File: src/shared/tcr_params.svh
// Offsets, field positions, reset values and timing counts of the TDC configuration bank
`ifndef TCR_PARAMS_SVH
`define TCR_PARAMS_SVH

// Register byte offsets
`define TCR_OFF_CTRL 6'h18
`define TCR_OFF_STAT 6'h1c
`define TCR_OFF_MASK 6'h20
`define TCR_OFF_ACT1 6'h24
`define TCR_OFF_W1 6'h04
`define TCR_OFF_W2 6'h08
`define TCR_OFF_W3 6'h0c
`define TCR_OFF_W4 6'h10
`define TCR_OFF_W5 6'h14

// Reset values of the writable configuration words
`define TCR_RST_CFG1 24'h554000
`define TCR_RST_CFG2 24'h200000
`define TCR_RST_CFG3 24'h180000
`define TCR_RST_CFG4 24'h200000
`define TCR_RST_CFG5 24'h000000
`define TCR_RST_CTRL 8'h08

// Field positions
`define TCR_HITS_A_LSB 8
`define TCR_HITS_B_LSB 11
`define TCR_FAST_INIT_BIT 15
`define TCR_OPA_LSB 16
`define TCR_OPB_LSB 20
`define TCR_DUAL_A_BIT 19
`define TCR_DUAL_B_BIT 20
`define TCR_IRQ_ALU_BIT 21
`define TCR_IRQ_HITS_BIT 22
`define TCR_IRQ_TIMO_BIT 23
`define TCR_TIMO_LSB 19
`define TCR_ERRFILL_BIT 21
`define TCR_REPEAT_LSB 16
`define TCR_PJ_DIS_BIT 19
`define TCR_SJ_EN_BIT 20
`define TCR_DIS_A_BIT 21
`define TCR_DIS_B_BIT 22
`define TCR_INV_B_BIT 23
`define TCR_RANGE_BIT 3

// Selector codes
`define TCR_MAX_HITS 3'h4
`define TCR_SEL_NONE 4'h5
`define TCR_SEL_R2_START 4'h1
`define TCR_SEL_R2_STOP_LO 4'h2
`define TCR_SEL_R2_STOP_HI 4'h4
`define TCR_ERR_FILL 32'hffffffff

// Timeout times in microseconds at the nominal 4 MHz reference
`define TCR_TIMO_US_0 64
`define TCR_TIMO_US_1 256
`define TCR_TIMO_US_2 1024
`define TCR_TIMO_US_3 4096
`define TCR_REF_MHZ 4
`define TCR_TIMO_REF(us) ((us) * `TCR_REF_MHZ)

`endif

File: src/shared/tcr_pkg.sv
// Types of the TDC configuration register bank
`default_nettype none
package tcr_pkg;
  typedef struct packed {
    logic [23:0] cfg1;
    logic [23:0] cfg2;
    logic [23:0] cfg3;
    logic [23:0] cfg4;
    logic [23:0] cfg5;
    logic [7:0] ctrl;
  } tcr_cfg_t;

  typedef struct packed {
    logic [2:0] hits_a;
    logic [2:0] hits_b;
    logic fast_init;
    logic [3:0] op_a;
    logic [3:0] op_b;
    logic range_b;
    logic op_valid;
    logic [18:0] delay_a;
    logic [18:0] delay_b;
    logic [18:0] delay_c;
    logic dual_a;
    logic dual_b;
    logic [15:0] timeout_ref;
    logic err_fill;
    logic [15:0] phase;
    logic [2:0] repeat_n;
    logic start_jitter;
    logic pulse_a_en;
    logic pulse_b_en;
    logic pulse_b_inv;
  } tcr_active_t;

  typedef struct packed {
    logic [2:0] sts;
    logic [2:0] mask;
    logic irq;
    logic [31:0] rdata;
    logic wait_n;
    logic [31:0] alu_out;
  } tcr_bus_t;

  typedef struct packed {
    tcr_cfg_t cfg;
    tcr_active_t act;
    tcr_bus_t bus;
  } tcr_state_t;
endpackage : tcr_pkg
`default_nettype wire

File: src/rtl/tcr_config_bank.sv
// Configuration bank of the TDC with Avalon-MM slave, interrupt status and result error fill
`include "tcr_params.svh"
`default_nettype none
module tcr_config_bank (
  input wire logic i_clk, // 250 MHz clock
  input wire logic i_reset, // Async reset, active high
  input wire logic [5:0] i_address, // Avalon byte address
  input wire logic i_read, // Avalon read
  input wire logic i_write, // Avalon write
  input wire logic [31:0] i_writedata, // Avalon write data
  input wire logic [3:0] i_byteenable, // Avalon byte enables
  output logic [31:0] o_readdata, // Avalon read data
  output logic o_waitrequest, // Avalon wait request
  input wire logic i_meas_start, // Core: measurement start pulse
  input wire logic i_timeout, // Core: timeout event pulse
  input wire logic i_end_hits, // Core: all hits seen pulse
  input wire logic i_alu_done, // Core: ALU finished pulse
  input wire logic [31:0] i_alu_diff, // Core: ALU difference
  output logic [31:0] o_alu_result, // Result, error fill applied
  output tcr_pkg::tcr_active_t o_cfg, // Settings of current measurement
  output logic o_irq // Interrupt, level
);

  // *************************************************
  // Helpers
  // *************************************************
  function automatic logic [23:0] tcr_merge(input logic [23:0] old, input logic [31:0] d, input logic [3:0] be);
    logic [23:0] r;
    r = old;
    for (int i = 0; i < 3; i++) begin
      if (be[i]) begin
        r[i*8 +: 8] = d[i*8 +: 8];
      end
    end
    return r;
  endfunction : tcr_merge

  // Illegal hit counts 5..7 are clamped to four, the most the cores support
  function automatic logic [2:0] tcr_hits(input logic [2:0] h);
    return (h > `TCR_MAX_HITS) ? `TCR_MAX_HITS : h;
  endfunction : tcr_hits

  function automatic logic [15:0] tcr_timo(input logic [1:0] s);
    case (s)
      2'h0: return 16'(`TCR_TIMO_REF(`TCR_TIMO_US_0));
      2'h1: return 16'(`TCR_TIMO_REF(`TCR_TIMO_US_1));
      2'h2: return 16'(`TCR_TIMO_REF(`TCR_TIMO_US_2));
      default: return 16'(`TCR_TIMO_REF(`TCR_TIMO_US_3));
    endcase
  endfunction : tcr_timo

  // Checks operands against the range coding; range B takes a channel A stop minus start
  function automatic logic tcr_op_ok(input logic rb, input logic [3:0] a, input logic [3:0] b);
    logic ok_a;
    logic ok_b;
    if (rb) begin
      ok_a = (a == `TCR_SEL_R2_START);
      ok_b = (b >= `TCR_SEL_R2_STOP_LO) && (b <= `TCR_SEL_R2_STOP_HI);
    end else begin
      ok_a = (a != 4'h8) && (a <= 4'hc) && (a != `TCR_SEL_NONE);
      ok_b = (b != 4'h8) && (b <= 4'hc) && (b != `TCR_SEL_NONE);
    end
    return ok_a && ok_b;
  endfunction : tcr_op_ok

  function automatic tcr_pkg::tcr_active_t tcr_decode(input tcr_pkg::tcr_cfg_t c);
    tcr_pkg::tcr_active_t a;
    a.hits_a = tcr_hits(c.cfg1[`TCR_HITS_A_LSB +: 3]);
    a.hits_b = tcr_hits(c.cfg1[`TCR_HITS_B_LSB +: 3]);
    a.fast_init = c.cfg1[`TCR_FAST_INIT_BIT];
    a.op_a = c.cfg1[`TCR_OPA_LSB +: 4];
    a.op_b = c.cfg1[`TCR_OPB_LSB +: 4];
    a.range_b = c.ctrl[`TCR_RANGE_BIT];
    a.op_valid = tcr_op_ok(a.range_b, a.op_a, a.op_b);
    a.delay_a = c.cfg2[18:0];
    a.delay_b = c.cfg3[18:0];
    a.delay_c = c.cfg4[18:0];
    a.dual_a = c.cfg2[`TCR_DUAL_A_BIT];
    a.dual_b = c.cfg2[`TCR_DUAL_B_BIT];
    a.timeout_ref = tcr_timo(c.cfg3[`TCR_TIMO_LSB +: 2]);
    a.err_fill = c.cfg3[`TCR_ERRFILL_BIT];
    a.phase = c.cfg5[15:0];
    a.repeat_n = c.cfg5[`TCR_REPEAT_LSB +: 3];
    a.start_jitter = c.cfg5[`TCR_SJ_EN_BIT];
    a.pulse_a_en = ~c.cfg5[`TCR_DIS_A_BIT];
    a.pulse_b_en = ~c.cfg5[`TCR_DIS_B_BIT];
    a.pulse_b_inv = c.cfg5[`TCR_INV_B_BIT];
    return a;
  endfunction : tcr_decode

  // *************************************************
  // State
  // *************************************************
  tcr_pkg::tcr_state_t st_r;
  tcr_pkg::tcr_state_t st_nxt;
  logic [2:0] events;
  logic stat_rd;

  assign events = {i_timeout, i_end_hits, i_alu_done};

  // *************************************************
  // Next state
  // *************************************************
  always_comb begin
    st_nxt = st_r;
    stat_rd = 1'b0;
    st_nxt.bus.wait_n = 1'b0;
    // One wait cycle per access: request seen, answer on the following edge
    if ((i_read || i_write) && !st_r.bus.wait_n) begin
      st_nxt.bus.wait_n = 1'b1;
      st_nxt.bus.rdata = 32'h0;
      if (i_write) begin
        case (i_address)
          `TCR_OFF_W1: st_nxt.cfg.cfg1 = tcr_merge(st_r.cfg.cfg1, i_writedata, i_byteenable);
          `TCR_OFF_W2: st_nxt.cfg.cfg2 = tcr_merge(st_r.cfg.cfg2, i_writedata, i_byteenable);
          `TCR_OFF_W3: st_nxt.cfg.cfg3 = tcr_merge(st_r.cfg.cfg3, i_writedata, i_byteenable);
          `TCR_OFF_W4: st_nxt.cfg.cfg4 = tcr_merge(st_r.cfg.cfg4, i_writedata, i_byteenable);
          `TCR_OFF_W5: begin
            // Phase jitter unit must stay off; the bit is forced regardless of data
            st_nxt.cfg.cfg5 = tcr_merge(st_r.cfg.cfg5, i_writedata, i_byteenable);
            st_nxt.cfg.cfg5[`TCR_PJ_DIS_BIT] = 1'b1;
          end
          `TCR_OFF_CTRL: begin
            if (i_byteenable[0]) begin
              st_nxt.cfg.ctrl = i_writedata[7:0];
            end
          end
          `TCR_OFF_MASK: begin
            if (i_byteenable[0]) begin
              st_nxt.bus.mask = i_writedata[2:0];
            end
          end
          default: ;
        endcase
      end else begin
        case (i_address)
          `TCR_OFF_CTRL: st_nxt.bus.rdata = {24'h0, st_r.cfg.ctrl};
          `TCR_OFF_STAT: begin
            st_nxt.bus.rdata = {29'h0, st_r.bus.sts};
            stat_rd = 1'b1;
          end
          `TCR_OFF_MASK: st_nxt.bus.rdata = {29'h0, st_r.bus.mask};
          `TCR_OFF_ACT1: st_nxt.bus.rdata = {8'h0, st_r.act.op_b, st_r.act.op_a, st_r.act.fast_init,
                                             st_r.act.range_b, st_r.act.hits_b, st_r.act.hits_a,
                                             st_r.act.op_valid, 7'h0};
          default: st_nxt.bus.rdata = 32'h0;
        endcase
      end
    end
    // Write-only config words read as zero; reading status clears it, a new event wins
    if (stat_rd) begin
      st_nxt.bus.sts = 3'h0;
    end
    // Each source gated by its enable, then OR-ed onto the line
    st_nxt.bus.sts = st_nxt.bus.sts | (events & st_r.cfg.cfg2[`TCR_IRQ_ALU_BIT +: 3]);
    st_nxt.bus.irq = |(st_nxt.bus.sts & st_nxt.bus.mask);
    // Settings are latched only at a measurement start
    if (i_meas_start) begin
      st_nxt.act = tcr_decode(st_r.cfg);
    end
    if (i_alu_done) begin
      st_nxt.bus.alu_out = i_alu_diff;
    end
    if (i_timeout && st_r.act.err_fill) begin
      st_nxt.bus.alu_out = `TCR_ERR_FILL;
    end
  end

  // *************************************************
  // Registers
  // *************************************************
  always_ff @(posedge i_clk or posedge i_reset) begin
    if (i_reset) begin
      st_r.cfg <= '{cfg1: `TCR_RST_CFG1, cfg2: `TCR_RST_CFG2, cfg3: `TCR_RST_CFG3,
                    cfg4: `TCR_RST_CFG4, cfg5: `TCR_RST_CFG5, ctrl: `TCR_RST_CTRL};
      st_r.act <= '0;
      st_r.bus <= '0;
    end else begin
      st_r <= st_nxt;
    end
  end

  // Active settings read all zero after reset; the defaults are loaded by the first start
  assign o_cfg = st_r.act;
  assign o_readdata = st_r.bus.rdata;
  assign o_waitrequest = ~st_r.bus.wait_n;
  assign o_irq = st_r.bus.irq;
  assign o_alu_result = st_r.bus.alu_out;

endmodule : tcr_config_bank
`default_nettype wire

File: config.mk
export PLATFORM = sky130hd
export DESIGN_NAME = tcr_config_bank
export DESIGN_NICKNAME = d
export VERILOG_FILES = /design/src/shared/tcr_pkg.sv /design/src/rtl/tcr_config_bank.sv
export VERILOG_INCLUDE_DIRS = /design/src /design/src/shared
export SDC_FILE = /design/constraint.sdc
export NUM_CORES = 1
export LEC_CHECK = 0
export ABC_AREA = 1
export BUFFER_PORTS_ARGS = -buffer_cell sky130_fd_sc_hd__buf_2
export CAP_MARGIN = 15
export CORE_ASPECT_RATIO = 0.7
export CORE_MARGIN = 10
export CORE_UTILIZATION = 35
export DETAILED_ROUTE_END_ITERATION = 12
export PLACE_DENSITY = 0.67
export SLEW_MARGIN = 5
export SYNTH_ARGS = -nofsm -noshare
export SYNTH_HDL_FRONTEND = slang
export SYNTH_SLANG_ARGS = --single-unit
File: constraint.sdc
create_clock -name i_clk -period 9.7 [get_ports i_clk]
set_input_delay 1.94 -clock i_clk [delete_from_list [all_inputs] [get_ports i_clk]]
set_output_delay 1.94 -clock i_clk [all_outputs]
set_load 0.02 [all_outputs]
==> run summary <==
Worst slew slack as a fraction of its limit = 29.6%
Result of the run = complete, no violations
Switching power share of the total = 26.2%
Drt initial violations = 567
Area of the placeable core = 34800 um^2
Pin slew with the least headroom to its limit = 1.06 ns
Max-cap viol count = 0
Total Wirelength = 32.3 mm
Clock tree from TritonCTS = done
Clk slew on worst S/H paths = 0.06 ns
Number of buffers added for setup after CTS = 0
Net switching power = 698 uW
Number of gates resized after cts = 0
Class of the tightest hold or removal check = reg2reg
Initial standard-cell utilization of the core = 35.5%
Leakage power of the design = 0.00740 uW
Register bit total from synthesis = 279
Portion of the post-synthesis area used by sequential elements = 56.6%
Mean routed wirelength per cell = 17.1 um
Clock share of power = 42.0%
Die Span Y = 177 um
Global-route wire length before repair = 50.1 mm
CP max stage cell = sky130_fd_sc_hd__nor3_1
Final count of pins violating max slew = 0
FP Rows = 57
Via count of the first global-routing pass = 8652
Placer's final routability congestion estimate = 0.840
Worst reg2reg path depth = 3
Remaining antenna violation count = 0
Internal cell power = 1970 uW
Total count of hold-check failures in the final report = 0
Number of H-tree levels = 1
Final critical-path required period = 3.27 ns
Synthesized area = 12400 um^2
Clock latency on the worst-skew pair = 0.54 ns
DRC viols = 0
Synth Instances = 1338
Share of the core filled with cells = 39.1%
Vias after detailed routing = 8510
Sequential Power Share = 47.7%
Cell Count Post-Placement = 1840
Syn_area_per_cell = 9.24 um^2
Chip width = 245 um
Total power per unit cell area = 196 nW/um^2
IR drop worst, VDD = 0.000108 V
Chain of cells forming the critical path = buf_2 > nor3_1 > nand2_1 > o21ai_0
Share of layout cells above drive strength 1 = 26.2%
Critical path capture point type = register
Nets@finish = 1481
Largest net degree at the start of global routing = 105
Number of library cell types mapped by synthesis = 32
Setup repair after global routing missed its margin = false
Final Cell Area = 13600 um^2
Fmax = 0.306 GHz
Die area = 43400 um^2
Data arrival time at the worst-slack endpoint = 3.72 ns
Tcrit/Tclk final = 33.7%
Crit start category = input port
Count of hold buffers inserted by post-cts repair = 0
CTS Buf Count = 29
Setup skew after layout = 0.00651 ns
Cell depth of the worst min-delay path = 2
Data required time at the worst endpoint = 10.15 ns
Iteration count of the initial detailed-routing pass = 5
Number of diodes added for antenna fixing = 0
Via density per instance = 4.50
Antenna violations before repair = 0
Top fanout value on the critical path = 16
Count of placed standard cells in the final layout, fillers left out = 1893
Type of the worst setup path = in2reg
Area grow syn2layout = 10.1%
Clock tree buffer depth = 3
Tot GR Track Use = 14.5%
Post-DP Area = 12600 um^2
Setup violation total in the final timing report = 0
Clock root buffer = sky130_fd_sc_hd__clkbuf_16
Number of placed I/O pins = 264
GRT overflow = 0
CP max stage delay = 0.66 ns
Port bufs = 234
Warnings from Yosys = 0
HPWL after detailed placement = 22.8 mm
Final setup TNS = 0 ns
Clock sinks = 279
Share of power burned in combinational logic = 10.4%
## area by class of cell
type	count	area (um^2)
clock inverters	8	101
multi-input cells	785	3600
fillers	3554	21200
inverters	65	255
well taps	472	591
clock buffers	45	856
repair buffers	239	1210
flip-flops and latches	279	6990
## layout by cell type, fill, tap and decap left out, drive strengths merged
master,count
nand2,523
dfrtp,271
buf,239
o21ai,147
inv,65
nand3,59
clkbuf,45
nor2,23
conb,20
dfstp,8
a21oi,5
clkinv,3
clkinvlp,3
nor3,2
bufinv,2
or2,1
nand4,1
o21a,1
o22ai,1
o2bb2ai,1
o211ai,1
## synthesized netlist by cell type (all sizes together)
library cell	count	share of area [%]
buf	199	12
clkbuf	29	0.88
o21a	1	0.061
dfstp	8	1.7
dfrtp	271	55
or2	1	0.051
o2bb2ai	1	0.071
o21ai	147	7.7
nand4	1	0.051
o22ai	1	0.051
conb	1	0.030
nand2	523	16
nand3	59	2.7
inv	65	2.0
nor3	2	0.081
a21oi	5	0.29
o211ai	1	0.061
nor2	23	1.1
## cell families after synthesis
family                 count (synthesis)  share of synthesized area, %
buffers and inverters                293                          14.9
and+or+nand+nor                      609                          20.2
AOI/OAI and AO/OA                    156                          8.25
other                                  1                        0.0303
DFF                                  279                          56.6
## power groups by stage
stage               registers [uW]  logic, uW  clock network (uW)
global route                  1280        308                1200
detailed placement            1290        282                   0
finish                        1270        276                1120
CTS                           1270        282                1160
global placement              1290        277                   0
floorplan                     1280        231                   0
## per-stage QoR
stage	power (uW)	worst slack [ns]	hold WS [ns]
floorplan	1510	0.0794	0.440
global placement	1560	5.90	0.453
detailed placement	1570	5.86	0.453
CTS	2710	6.45	0.469
global route	2790	6.28	0.486
finish	2660	6.43	0.466
## registers in the layout, summed over array words and instances, names as in the netlist
register	cells
st_r	118
o_alu_result	32
o_irq	1
o_cfg	104
o_readdata	24
## worst paths after layout
check / startpoint / endpoint / slack [ns]
setup / recovery: i_write / o_readdata[16]$_DFFE_PP0N_ / 6.43
hold / removal: o_cfg[14]$_DFFE_PP0P_ / o_cfg[14]$_DFFE_PP0P_ / 0.47
setup reg to reg: st_r[32]$_DFF_PP0_ / o_readdata[16]$_DFFE_PP0N_ / 7.50
hold reg to reg: o_cfg[14]$_DFFE_PP0P_ / o_cfg[14]$_DFFE_PP0P_ / 0.47
max in group asynchronous: i_reset / o_alu_result[15]$_DFFE_PP0P_ / 6.79
min in group asynchronous: i_reset / st_r[276]$_DFFE_PP0P_ / 1.54
## routing by layer
layer / track usage (%) / part of all wire [%] / vias to the layer above / wire, um
li1: - / - / 4122 / -
met1: 18.9 / 45 / 4124 / 14500
met2: 23.6 / 46 / 218 / 14900
met3: 3.98 / 6.7 / 46 / 2160
met4: 3.15 / 2.0 / 0 / 656
met5: 0 / 0 / - / 0
## worst max-delay path, delay by kind of cell
kind,cells,cell delay (ns)
and+or+nand+nor,2,1.27
AOI/OAI and AO/OA,1,0.36
buffers and inverters,1,0.13
No activity file was read; power rests on OpenSTA's default activity.
